File: src/rtl/bsg_pkg.sv
// package: register map, reset values, modes and carriers of the bus-shared gpio ports
package bsg_pkg;

  ////////////////////////////////////////////////////////////////////////////
  // widths
  localparam int unsigned BSG_PORT_W = 8;
  localparam int unsigned BSG_CTL_W = 4;
  localparam int unsigned BSG_AD_W = 16;
  localparam int unsigned BSG_PADDR_W = 12;
  localparam int unsigned BSG_IDX_W = 10;
  localparam int unsigned BSG_BANK_W = 4;

  ////////////////////////////////////////////////////////////////////////////
  // register indices, byte address is four times the index
  localparam logic [BSG_IDX_W-1:0] BSG_IDX_LOW_DIR = 10'h010;
  localparam logic [BSG_IDX_W-1:0] BSG_IDX_LOW_DATA = 10'h011;
  localparam logic [BSG_IDX_W-1:0] BSG_IDX_HIGH_DIR = 10'h012;
  localparam logic [BSG_IDX_W-1:0] BSG_IDX_HIGH_DATA = 10'h013;
  localparam logic [BSG_IDX_W-1:0] BSG_IDX_CTL_DIR = 10'h014;
  localparam logic [BSG_IDX_W-1:0] BSG_IDX_CTL_DATA = 10'h015;
  localparam logic [BSG_IDX_W-1:0] BSG_IDX_BANK_SEL = 10'h020;
  localparam logic [BSG_IDX_W-1:0] BSG_IDX_MODE = 10'h021;

  // bank in which the port registers live
  localparam logic [BSG_BANK_W-1:0] BSG_PORT_BANK = 4'h1;

  ////////////////////////////////////////////////////////////////////////////
  // reset values
  localparam logic [BSG_PORT_W-1:0] BSG_DIR_RST = 8'hFF;
  localparam logic [BSG_CTL_W-1:0] BSG_CTL_DIR_RST = 4'hF;
  localparam logic [BSG_PORT_W-1:0] BSG_LATCH_RST = 8'h00;
  localparam logic [BSG_CTL_W-1:0] BSG_CTL_LATCH_RST = 4'h0;
  localparam logic [BSG_BANK_W-1:0] BSG_BANK_RST = 4'h0;

  // control port pin positions
  localparam int unsigned BSG_CTL_ALE = 0;
  localparam int unsigned BSG_CTL_OE = 1;
  localparam int unsigned BSG_CTL_WR = 2;
  localparam int unsigned BSG_CTL_CAP = 3;
  // pins of the control port that the system bus takes over
  localparam logic [BSG_CTL_W-1:0] BSG_CTL_BUS_MASK = 4'h7;

  ////////////////////////////////////////////////////////////////////////////
  // operating modes from the configuration bits
  typedef enum logic [1:0] {
    BSG_MODE_MICROPROCESSOR,
    BSG_MODE_EXT_MCU,
    BSG_MODE_MCU,
    BSG_MODE_PROT_MCU
  } bsg_mode_t;

  localparam bsg_mode_t BSG_MODE_RST = BSG_MODE_MCU;

  ////////////////////////////////////////////////////////////////////////////
  // carriers
  typedef struct packed {
    logic [BSG_AD_W-1:0] ad_out;
    logic ad_drive;
    logic ale;
    logic rd;
    logic wr;
  } bsg_xbus_req_t;

  typedef struct packed {
    logic [BSG_CTL_W-1:0] ctl;
    logic [BSG_PORT_W-1:0] high;
    logic [BSG_PORT_W-1:0] low;
  } bsg_pins_t;

endpackage : bsg_pkg

File: src/rtl/bsg_sync.sv
// two flip-flop synchroniser for pin levels
module bsg_sync #(
  parameter int unsigned W = 20
) (
  input wire logic i_core_clk,
  input wire logic i_resetn,
  input wire logic [W-1:0] i_async,
  output logic [W-1:0] o_sync
);

  typedef struct packed {
    logic [W-1:0] meta;
    logic [W-1:0] stable;
  } bsg_sync_state_t;

  bsg_sync_state_t state_q;
  bsg_sync_state_t state_d;

  always_comb begin
    state_d = state_q;
    state_d.meta = i_async;
    state_d.stable = state_q.meta;
  end

  always_ff @(posedge i_core_clk or negedge i_resetn) begin
    if (!i_resetn) begin
      state_q <= '0;
    end else begin
      state_q <= state_d;
    end
  end

  assign o_sync = state_q.stable;

endmodule : bsg_sync

File: src/rtl/bsg_port_pad.sv
// registered pin driver: gpio latch and direction, overridden bit by bit by the system bus
module bsg_port_pad #(
  parameter int unsigned W = 8
) (
  input wire logic i_core_clk,
  input wire logic i_resetn,
  input wire logic [W-1:0] i_latch,
  input wire logic [W-1:0] i_dir,
  input wire logic [W-1:0] i_bus_own,
  input wire logic [W-1:0] i_bus_out,
  input wire logic [W-1:0] i_bus_oe_n,
  output logic [W-1:0] o_pin_out,
  output logic [W-1:0] o_pin_oe_n
);

  typedef struct packed {
    logic [W-1:0] out;
    logic [W-1:0] oe_n;
  } bsg_pad_state_t;

  bsg_pad_state_t state_q;
  bsg_pad_state_t state_d;

  always_comb begin
    state_d = state_q;
    for (int i = 0; i < W; i++) begin
      if (i_bus_own[i]) begin
        state_d.out[i] = i_bus_out[i];
        state_d.oe_n[i] = i_bus_oe_n[i];
      end else begin
        // direction one makes the pin an input, zero drives the latch
        state_d.out[i] = i_latch[i];
        state_d.oe_n[i] = i_dir[i];
      end
    end
  end

  always_ff @(posedge i_core_clk or negedge i_resetn) begin
    if (!i_resetn) begin
      state_q.out <= '0;
      state_q.oe_n <= '1;
    end else begin
      state_q <= state_d;
    end
  end

  assign o_pin_out = state_q.out;
  assign o_pin_oe_n = state_q.oe_n;

endmodule : bsg_port_pad

File: src/rtl/bsg_ports.sv
// bus-shared gpio ports: apb register file, mode steering and pin drivers
//
// Functional notes
// - direction bit one makes a pin input; zero drives it from the latch
// - data register reads give pin levels; writes change only the output latch
// - in bus modes the high port carries address/data bits 15 to 8
// - bus pins go to the system bus in microprocessor or extended modes only
// - control port is four bits; three give latch-enable, output-enable, write strobes
// - output-enable and write strobes are driven active low
// - in plain microcontroller modes control pins 2 to 0 are ordinary gpio
// - every reset sets both byte-port direction registers to all ones
// - data latches survive master-clear or watchdog reset; power-on value unspecified
// - in bus modes the low port carries address/data bits 7 to 0
//
// Decided for this implementation: register access over APB.
module bsg_ports (
  input wire logic i_core_clk,
  input wire logic i_resetn,
  // master-clear or watchdog reset, one-cycle pulse in the core domain
  input wire logic i_warm_reset,
  // apb slave
  input wire logic i_psel,
  input wire logic i_penable,
  input wire logic i_pwrite,
  input wire logic [bsg_pkg::BSG_PADDR_W-1:0] i_paddr,
  input wire logic [31:0] i_pwdata,
  output logic [31:0] o_prdata,
  output logic o_pready,
  output logic o_pslverr,
  // system bus request from the core's external memory interface
  input wire bsg_pkg::bsg_xbus_req_t i_xbus,
  output logic [bsg_pkg::BSG_AD_W-1:0] o_xbus_ad_in,
  output logic o_bus_mode,
  output logic o_fourth_capture_input,
  // pins
  input wire bsg_pkg::bsg_pins_t i_pin_in,
  output bsg_pkg::bsg_pins_t o_pin_out,
  output bsg_pkg::bsg_pins_t o_pin_oe_n
);

  ////////////////////////////////////////////////////////////////////////////
  // state

  typedef struct packed {
    logic [bsg_pkg::BSG_BANK_W-1:0] bank_select;
    bsg_pkg::bsg_mode_t mode;
    logic [bsg_pkg::BSG_PORT_W-1:0] low_byte_direction;
    logic [bsg_pkg::BSG_PORT_W-1:0] low_byte_port_data;
    logic [bsg_pkg::BSG_PORT_W-1:0] high_byte_direction;
    logic [bsg_pkg::BSG_PORT_W-1:0] high_byte_port_data;
    logic [bsg_pkg::BSG_CTL_W-1:0] control_port_direction;
    logic [bsg_pkg::BSG_CTL_W-1:0] control_port_data;
    logic bus_mode;
    logic pready;
    logic pslverr;
    logic [31:0] prdata;
  } bsg_state_t;

  bsg_state_t state_q;
  bsg_state_t state_d;

  bsg_pkg::bsg_pins_t pins_sync;

  ////////////////////////////////////////////////////////////////////////////
  // pin inputs pass two flip-flops before any read

  bsg_sync #(
    .W($bits(bsg_pkg::bsg_pins_t))
  ) u_sync (
    .i_core_clk(i_core_clk),
    .i_resetn(i_resetn),
    .i_async(i_pin_in),
    .o_sync(pins_sync)
  );

  ////////////////////////////////////////////////////////////////////////////
  // apb decode

  logic setup_phase;
  logic access_done;
  logic [bsg_pkg::BSG_IDX_W-1:0] reg_idx;
  logic bank_ok;
  logic is_port_reg;
  logic is_mapped;
  logic [31:0] read_word;

  assign setup_phase = i_psel && !i_penable;
  assign access_done = i_psel && i_penable && state_q.pready;
  assign reg_idx = i_paddr[bsg_pkg::BSG_PADDR_W-1:2];
  // port registers answer only in their own bank
  assign bank_ok = (state_q.bank_select == bsg_pkg::BSG_PORT_BANK);

  always_comb begin
    is_port_reg = 1'b0;
    is_mapped = 1'b1;
    read_word = 32'h0000_0000;
    unique case (reg_idx)
      bsg_pkg::BSG_IDX_LOW_DIR: begin
        is_port_reg = 1'b1;
        read_word = {24'h00_0000, state_q.low_byte_direction};
      end
      bsg_pkg::BSG_IDX_LOW_DATA: begin
        is_port_reg = 1'b1;
        read_word = {24'h00_0000, pins_sync.low};
      end
      bsg_pkg::BSG_IDX_HIGH_DIR: begin
        is_port_reg = 1'b1;
        read_word = {24'h00_0000, state_q.high_byte_direction};
      end
      bsg_pkg::BSG_IDX_HIGH_DATA: begin
        is_port_reg = 1'b1;
        read_word = {24'h00_0000, pins_sync.high};
      end
      bsg_pkg::BSG_IDX_CTL_DIR: begin
        is_port_reg = 1'b1;
        read_word = {28'h000_0000, state_q.control_port_direction};
      end
      bsg_pkg::BSG_IDX_CTL_DATA: begin
        is_port_reg = 1'b1;
        read_word = {28'h000_0000, pins_sync.ctl};
      end
      bsg_pkg::BSG_IDX_BANK_SEL: begin
        read_word = {28'h000_0000, state_q.bank_select};
      end
      bsg_pkg::BSG_IDX_MODE: begin
        read_word = {30'h0000_0000, state_q.mode};
      end
      default: begin
        is_mapped = 1'b0;
      end
    endcase
    if (is_port_reg && !bank_ok) begin
      read_word = 32'h0000_0000;
    end
  end

  ////////////////////////////////////////////////////////////////////////////
  // next state

  always_comb begin
    state_d = state_q;
    state_d.pready = 1'b0;
    state_d.pslverr = 1'b0;

    // answer is prepared in the setup cycle, so the access phase lasts one cycle
    if (setup_phase) begin
      state_d.pready = 1'b1;
      state_d.prdata = read_word;
      state_d.pslverr = !is_mapped || (is_port_reg && !bank_ok);
    end

    // writes take effect at the edge where pready is sampled high
    if (access_done && i_pwrite && !state_q.pslverr) begin
      unique case (reg_idx)
        bsg_pkg::BSG_IDX_LOW_DIR: begin
          state_d.low_byte_direction = i_pwdata[bsg_pkg::BSG_PORT_W-1:0];
        end
        bsg_pkg::BSG_IDX_LOW_DATA: begin
          state_d.low_byte_port_data = i_pwdata[bsg_pkg::BSG_PORT_W-1:0];
        end
        bsg_pkg::BSG_IDX_HIGH_DIR: begin
          state_d.high_byte_direction = i_pwdata[bsg_pkg::BSG_PORT_W-1:0];
        end
        bsg_pkg::BSG_IDX_HIGH_DATA: begin
          state_d.high_byte_port_data = i_pwdata[bsg_pkg::BSG_PORT_W-1:0];
        end
        bsg_pkg::BSG_IDX_CTL_DIR: begin
          state_d.control_port_direction = i_pwdata[bsg_pkg::BSG_CTL_W-1:0];
        end
        bsg_pkg::BSG_IDX_CTL_DATA: begin
          state_d.control_port_data = i_pwdata[bsg_pkg::BSG_CTL_W-1:0];
        end
        bsg_pkg::BSG_IDX_BANK_SEL: begin
          state_d.bank_select = i_pwdata[bsg_pkg::BSG_BANK_W-1:0];
        end
        bsg_pkg::BSG_IDX_MODE: begin
          state_d.mode = bsg_pkg::bsg_mode_t'(i_pwdata[1:0]);
        end
        default: begin
        end
      endcase
    end

    // bus pins go to the system bus only in the two external modes
    state_d.bus_mode = (state_d.mode == bsg_pkg::BSG_MODE_MICROPROCESSOR) ||
                       (state_d.mode == bsg_pkg::BSG_MODE_EXT_MCU);

    // warm reset forces pins not owned by the system bus to input but leaves the data latches alone
    if (i_warm_reset) begin
      state_d.low_byte_direction = bsg_pkg::BSG_DIR_RST;
      state_d.high_byte_direction = bsg_pkg::BSG_DIR_RST;
      state_d.control_port_direction = bsg_pkg::BSG_CTL_DIR_RST;
      state_d.pready = 1'b0;
      state_d.pslverr = 1'b0;
    end
  end

  always_ff @(posedge i_core_clk or negedge i_resetn) begin
    if (!i_resetn) begin
      state_q.bank_select <= bsg_pkg::BSG_BANK_RST;
      state_q.mode <= bsg_pkg::BSG_MODE_RST;
      state_q.low_byte_direction <= bsg_pkg::BSG_DIR_RST;
      state_q.high_byte_direction <= bsg_pkg::BSG_DIR_RST;
      state_q.control_port_direction <= bsg_pkg::BSG_CTL_DIR_RST;
      state_q.low_byte_port_data <= bsg_pkg::BSG_LATCH_RST;
      state_q.high_byte_port_data <= bsg_pkg::BSG_LATCH_RST;
      state_q.control_port_data <= bsg_pkg::BSG_CTL_LATCH_RST;
      state_q.bus_mode <= 1'b0;
      state_q.pready <= 1'b0;
      state_q.pslverr <= 1'b0;
      state_q.prdata <= 32'h0000_0000;
    end else begin
      state_q <= state_d;
    end
  end

  ////////////////////////////////////////////////////////////////////////////
  // system bus steering

  logic [bsg_pkg::BSG_PORT_W-1:0] ad_own;
  logic [bsg_pkg::BSG_PORT_W-1:0] ad_oe_n;
  logic [bsg_pkg::BSG_CTL_W-1:0] ctl_own;
  logic [bsg_pkg::BSG_CTL_W-1:0] ctl_bus_out;

  assign ad_own = {bsg_pkg::BSG_PORT_W{state_q.bus_mode}};
  assign ad_oe_n = {bsg_pkg::BSG_PORT_W{!i_xbus.ad_drive}};

  // in plain microcontroller modes no control pin is owned, so all stay gpio
  assign ctl_own = state_q.bus_mode ? bsg_pkg::BSG_CTL_BUS_MASK : 4'h0;

  always_comb begin
    ctl_bus_out = 4'h0;
    ctl_bus_out[bsg_pkg::BSG_CTL_ALE] = i_xbus.ale;
    ctl_bus_out[bsg_pkg::BSG_CTL_OE] = !i_xbus.rd;
    ctl_bus_out[bsg_pkg::BSG_CTL_WR] = !i_xbus.wr;
  end

  ////////////////////////////////////////////////////////////////////////////
  // pin drivers

  bsg_port_pad #(
    .W(bsg_pkg::BSG_PORT_W)
  ) u_low_pad (
    .i_core_clk(i_core_clk),
    .i_resetn(i_resetn),
    .i_latch(state_q.low_byte_port_data),
    .i_dir(state_q.low_byte_direction),
    .i_bus_own(ad_own),
    .i_bus_out(i_xbus.ad_out[7:0]),
    .i_bus_oe_n(ad_oe_n),
    .o_pin_out(o_pin_out.low),
    .o_pin_oe_n(o_pin_oe_n.low)
  );

  bsg_port_pad #(
    .W(bsg_pkg::BSG_PORT_W)
  ) u_high_pad (
    .i_core_clk(i_core_clk),
    .i_resetn(i_resetn),
    .i_latch(state_q.high_byte_port_data),
    .i_dir(state_q.high_byte_direction),
    .i_bus_own(ad_own),
    .i_bus_out(i_xbus.ad_out[15:8]),
    .i_bus_oe_n(ad_oe_n),
    .o_pin_out(o_pin_out.high),
    .o_pin_oe_n(o_pin_oe_n.high)
  );

  bsg_port_pad #(
    .W(bsg_pkg::BSG_CTL_W)
  ) u_ctl_pad (
    .i_core_clk(i_core_clk),
    .i_resetn(i_resetn),
    .i_latch(state_q.control_port_data),
    .i_dir(state_q.control_port_direction),
    .i_bus_own(ctl_own),
    .i_bus_out(ctl_bus_out),
    .i_bus_oe_n(4'h0),
    .o_pin_out(o_pin_out.ctl),
    .o_pin_oe_n(o_pin_oe_n.ctl)
  );

  ////////////////////////////////////////////////////////////////////////////
  // outputs

  assign o_prdata = state_q.prdata;
  assign o_pready = state_q.pready;
  assign o_pslverr = state_q.pslverr;
  assign o_bus_mode = state_q.bus_mode;
  assign o_xbus_ad_in = {pins_sync.high, pins_sync.low};
  assign o_fourth_capture_input = pins_sync.ctl[bsg_pkg::BSG_CTL_CAP];

endmodule : bsg_ports

File: config.mk
export PLATFORM = sky130hd
export DESIGN_NAME = bsg_ports
export DESIGN_NICKNAME = d
export VERILOG_FILES = /design/src/rtl/bsg_pkg.sv /design/src/rtl/bsg_sync.sv /design/src/rtl/bsg_port_pad.sv /design/src/rtl/bsg_ports.sv
export SDC_FILE = /design/constraint.sdc
export NUM_CORES = 1
export LEC_CHECK = 0
export BUFFER_PORTS_ARGS = -buffer_cell sky130_fd_sc_hd__clkbuf_2
export CORE_UTILIZATION = 46
export CTS_CLUSTER_DIAMETER = 200
export DETAILED_ROUTE_END_ITERATION = 8
export HOLD_SLACK_MARGIN = 0.02
export PLACE_DENSITY = 0.76
export SYNTH_ARGS = -nofsm -noshare
export SYNTH_HDL_FRONTEND = slang
export SYNTH_SLANG_ARGS = --single-unit
File: constraint.sdc
create_clock -name i_core_clk -period 1.6 [get_ports i_core_clk]
set_input_delay 0.08 -clock i_core_clk [delete_from_list [all_inputs] [get_ports i_core_clk]]
set_output_delay 0.08 -clock i_core_clk [all_outputs]
set_load 0.02 [all_outputs]
# [After elaboration in Yosys (flattened, before gate mapping)]
# Cells that the tools add are included.
[classes] n_addsub=0 mul=0 n_div=0 n_lt_le_gt_ge=0 eq_ne=10 shifts=0 n_mux=58 bitwise_logic=0 reduce_logical=29
[ops] operator="$pmux 8 s8" n=1
[ops] operator="$eq 10x5->1 const B" n=6
[ops] operator="$mux 8" n=6
[ops] operator="$mux 1" n=42
[ops] operator="$mux 42" n=1
[ops] operator="$mux 34" n=1
[ops] operator="$mux 32" n=1
[ops] operator="$eq 10x6->1 const B" n=2
[ops] operator="$reduce_and 2->1" n=7
[ops] operator="$mux 4" n=3
[ops] operator="$reduce_bool 2->1" n=4
[ops] operator="$reduce_or 8->1" n=1
[ops] operator="$logic_not 1->1" n=7
[ops] operator="$logic_and 1x1->1" n=6
[ops] operator="$reduce_or 6->1" n=1
[ops] operator="$eq 4x1->1 const B" n=1
[ops] operator="$mux 2" n=2
[ops] operator="$mux 3" n=1
[ops] operator="$eq 2x1->1 const B" n=1
[ops] operator="$logic_not 2->1" n=1
[ops] operator="$logic_or 1x1->1" n=2
[word_totals] register_bits=161 latch_bits=0 ram_bits=0 romBits=0 input_bits=90 output_inout_bits=92 elab_cells=117 n_memories=0

# [Depth between registers and ports, before layout]
[logic_depth] ltp_word=7 depth_mapped=7 ltp_nobuf=5

# [Modules after synthesis]
# Synthesis repeated with hierarchy kept, for this count alone.
[hier_totals] hier_cells=410 area_unflattened_um2=5748.0
[modules_own_cells] module="bsg_ports" instances=1 cells_each=290 area_per_inst_um2=3143.0 seq_area_each_um2=1452.6
[modules_own_cells] module="bsg_port_pad (u_high_pad ...)" instances=2 cells_each=32 area_per_inst_um2=643.1 seq_area_each_um2=410.4
[modules_own_cells] module="bsg_sync" instances=1 cells_each=40 area_per_inst_um2=1001.0 seq_area_each_um2=1001.0
[modules_own_cells] module="bsg_port_pad (u_ctl_pad)" instances=1 cells_each=16 area_per_inst_um2=317.8 seq_area_each_um2=205.2

# [Worst setup path after synthesis]
# No wires, ideal clock.
[synth_path] path_kind="reg-to-reg" startpoint="reg state_q (netlist bit o_pready)" endpoint="reg state_q[43] (netlist bit)" setup_time_ns=0.125 arrival_ns=1.701 t_required_ns=1.475 slack_ns=-0.226 path_stages_with_launch=6 n_path_buf=1 synth_period_minus_slack_ns=1.826 cell_sequence="dfrtp_1 > nand4_1 > nor3b_2 > and4_2 > buf_6 > mux2_2"
[synth_via] elab_chain_cells=4
[synth_lines] item="start: declaration" line="bsg_ports.sv:59" text="bsg_state_t state_q;"
[synth_lines] item="start signal: assignment" line="bsg_ports.sv:213" text="state_q <= state_d;"
[synth_lines] item="$logic_and 1x1->1" line="bsg_ports.sv:88" text="assign access_done = i_psel && i_penable && state_q.pready;"
[synth_lines] item="$logic_and 1x1->1 (2 in a row)" line="bsg_ports.sv:153" text="if (access_done && i_pwrite && !state_q.pslverr) begin"
[synth_lines] item="$reduce_and 2->1 (no source line)"
# Every way passes these cells.
# A chain may end at the register's enable or synchronous reset.

# [Final worst setup path]
[layout_path] startpoint="reg state_q (netlist bit o_pready)" endpoint="reg state_q[45] (netlist bit)"
# The elaborated chain is that of the path after synthesis.

==> out/qor.yml <==
fin_area_um2: 7740
die_w_um: 113
async_reset_ff_share_pct: 100
critical_path.cell_chain: "nand4_1 > nor3b_4 > and4_4 > mux2_4"
worst-path-max-fanout: 8
floorplan.initialDensity_pct: 47.2
cp.arrival_ps: 1860
first_global_vias: 3950
track_usage_pct: 20.4
fin_ws_ps: 28.3
place_ws_ps: -175
diodes: 0
synth_seq_area_share_pct: 61.4
ys_ff_latch: 137
power_frac_comb_pct: 7.9
synth_ff_type: "dfrtp_1"
grt_max_degree: 50
gr-total-overflow: 0
power_per_cell_area_nw_per_um2: 1110
fin_nets: 711
p_total_mw: 8.57
hold_path_class: "input pin to flip-flop"
swShare_pct: 22.0
critical-path-top-delay-family: "simple AND/OR/NAND/NOR gates"
crit_buf_inv: 0
syn_inst: 429
drive_gt1_share_pct: 48.1
slowest_stage: "and4_4"
drv_cap: 0
leakage_nw: 3.75
slowest_delay_ps: 380
yosysUniqueCellTypes: 56
finalHoldViolCount: 0
cts_tree: "built"
viasPerCell: 4.97
antenna_found_initial: 0
status: "completed"
clk_path_buf_depth: 2
clk_latency_ps: 410
required_ps: 1890
seqPwrFrac_pct: 42.3
grt_pass1_wl_um: 19500
peakVddDrop_uv: 612
rsz0062_at_grt: "true"
mostFrequentLayoutCell: "clkbuf_2"
clockRootBuffer: "clkbuf_16"
vias: 3885
placed_area_um2: 6490
wl_per_cell_um: 16.1
place.gp.congestion: 0.876
dp_hpwl_um: 8710
final_cell_mix: "clkbuf_2, dfrtp_1, dlygate4sd3_1"
fmaxAchievable_mhz: 636
drtIter0Drc: 178
period_minus_slack_ps: 1570
die-area_um2: 12800
p_sw_mw: 1.88
crit_path_start_kind: "flip-flop"
drc_errors: 0
yosys_warnings: 0
ios: 182
finClkSkew_ps: 6.39
fp.coreArea_um2: 12000
die_h_um: 113
portBuffers: 131
worstSetupEndpointType: "flip-flop"
clock_power_share_pct: 49.9
drv_slew: 0
p_int_mw: 6.69
cts_buffers: 17
netlist_area_um2: 5660
path_class: "flip-flop to flip-flop"
setup_viol: 0
rows: 40
clkSlewWorstSetupHoldPaths_ps: 60
post-route-period-util_pct: 98.2
htree_levels: 4
synth_edf_count: 0
syn_avg_cell_area_um2: 13.2
areaGrowthSynthToFinish_pct: 36.7
dr.pass1.iters: 4
drt_wl_total_um: 12600
postRouteAntennaNets: 0
clkSinkCount: 137
[routing by layer]
layer	track usage, %	share of wire (%)	vias to the layer above	routed length [um]
li1	-	-	1794	-
met1	26.6	45	1916	5710
met2	33.3	48	151	6000
met3	4.71	4.9	24	623
met4	8.16	2.1	0	269
met5	0	0	-	0
[worst register-to-register path: stages (launching register included)]
cell	delay [ps]
dfrtp_2	350
nand4_1	150
nor3b_4	260
and4_4	380
mux2_4	320
[sequential cells by signal (all words and copies together) (netlist names), 4 cells and up]
signal	count
u_sync.state_d	20
state_q	46
u_ctl_pad.o_pin_oe_n	4
u_low_pad.o_pin_oe_n	8
u_low_pad.o_pin_out	8
u_sync.o_sync	20
o_prdata	8
u_ctl_pad.o_pin_out	4
u_high_pad.o_pin_out	8
u_high_pad.o_pin_oe_n	8
[path summary, 6_finish.rpt]
check	start	end	slack, ps	depth (start not counted)
setup / recovery	o_pready	state_q[45]	30	4
hold / removal	i_penable	o_prdata[2]	90	4
setup reg to reg	o_pready	state_q[45]	30	4
hold reg to reg	u_sync.state_d[11]	u_sync.o_sync[11]	350	0
max in group asynchronous	i_resetn	u_high_pad.o_pin_oe_n[1]	790	3
min in group asynchronous	i_resetn	u_sync.state_d[19]	180	2
[cell families after synthesis]
group                  share of synthesized area (%)
AO/OA/AOI/OAI                                   7.18
buffers and inverters                           8.92
flip-flops                                      61.4
multiplexers                                    11.7
other                                         0.0662
AND/OR/NAND/NOR                                 10.7
[timing repair]
action / CTS / global route
cloned: 0 / 2
pin swaps: 5 / 4
buffers inserted: 2 / 1
hold buffers: 49 / 0
hold endpoints to repair: 147 / 0
resized for setup: 0 / 17
endpoints found under the setup margin: 18 / 39
[final cells by class]
class	count	area, um2
clock buffer	22	454
timing repair buffer	215	1520
fill	935	4270
clock inverter	10	189
sequential	137	3480
inverter	13	48.8
multi-input combinational	237	1870
tap	147	184
[power by group through the flow]
stage / Sequential, mW / Clock [mW] / Combinational, mW
4_1_cts: 3.62 / 4.32 / 0.674
6_report: 3.62 / 4.27 / 0.677
2_1_floorplan: 3.74 / 0 / 0.286
3_3_place_gp: 3.68 / 0 / 0.567
5_1_grt: 3.63 / 4.49 / 0.732
3_5_place_dp: 3.68 / 0 / 0.578
[through the flow]
stage          hold slack (ps)  std cells  utilization [%]  TNS, ps
6_report                  93.9        781             64.5        0
5_1_grt                    103        781             64.5     -554
4_1_cts                   60.3        778             63.6     -191
3_5_place_dp              58.8        695             54.0    -3270
3_3_place_gp              48.8        695             54.0    -2200
2_1_floorplan             -216        452                -    -1340
[cell usage after synthesis, types with 3 or more instances]
| cell | count | area, um2 |
|---|---|---|
| a211o_1 | 9 | 78.8 |
| a21oi_1 | 3 | 15.0 |
| buf_1 | 3 | 11.3 |
| buf_2 | 5 | 25.0 |
| buf_4 | 50 | 375 |
| clkbuf_1 | 6 | 22.5 |
| dfrtp_1 | 96 | 2400 |
| dfstp_2 | 41 | 1080 |
| inv_1 | 13 | 48.8 |
| mux2_2 | 31 | 349 |
| mux2_4 | 8 | 120 |
| mux2i_1 | 6 | 60.1 |
| mux4_2 | 6 | 135 |
| nand2_1 | 41 | 154 |
| nand3_1 | 6 | 30.0 |
| nand3b_1 | 12 | 90.1 |
| nor2_1 | 16 | 60.1 |
| nor2b_1 | 7 | 43.8 |
| nor3_1 | 3 | 15.0 |
| o21a_1 | 14 | 105 |
| o21ai_0 | 12 | 60.1 |
Note: power is estimated with default switching activity, not from simulation.
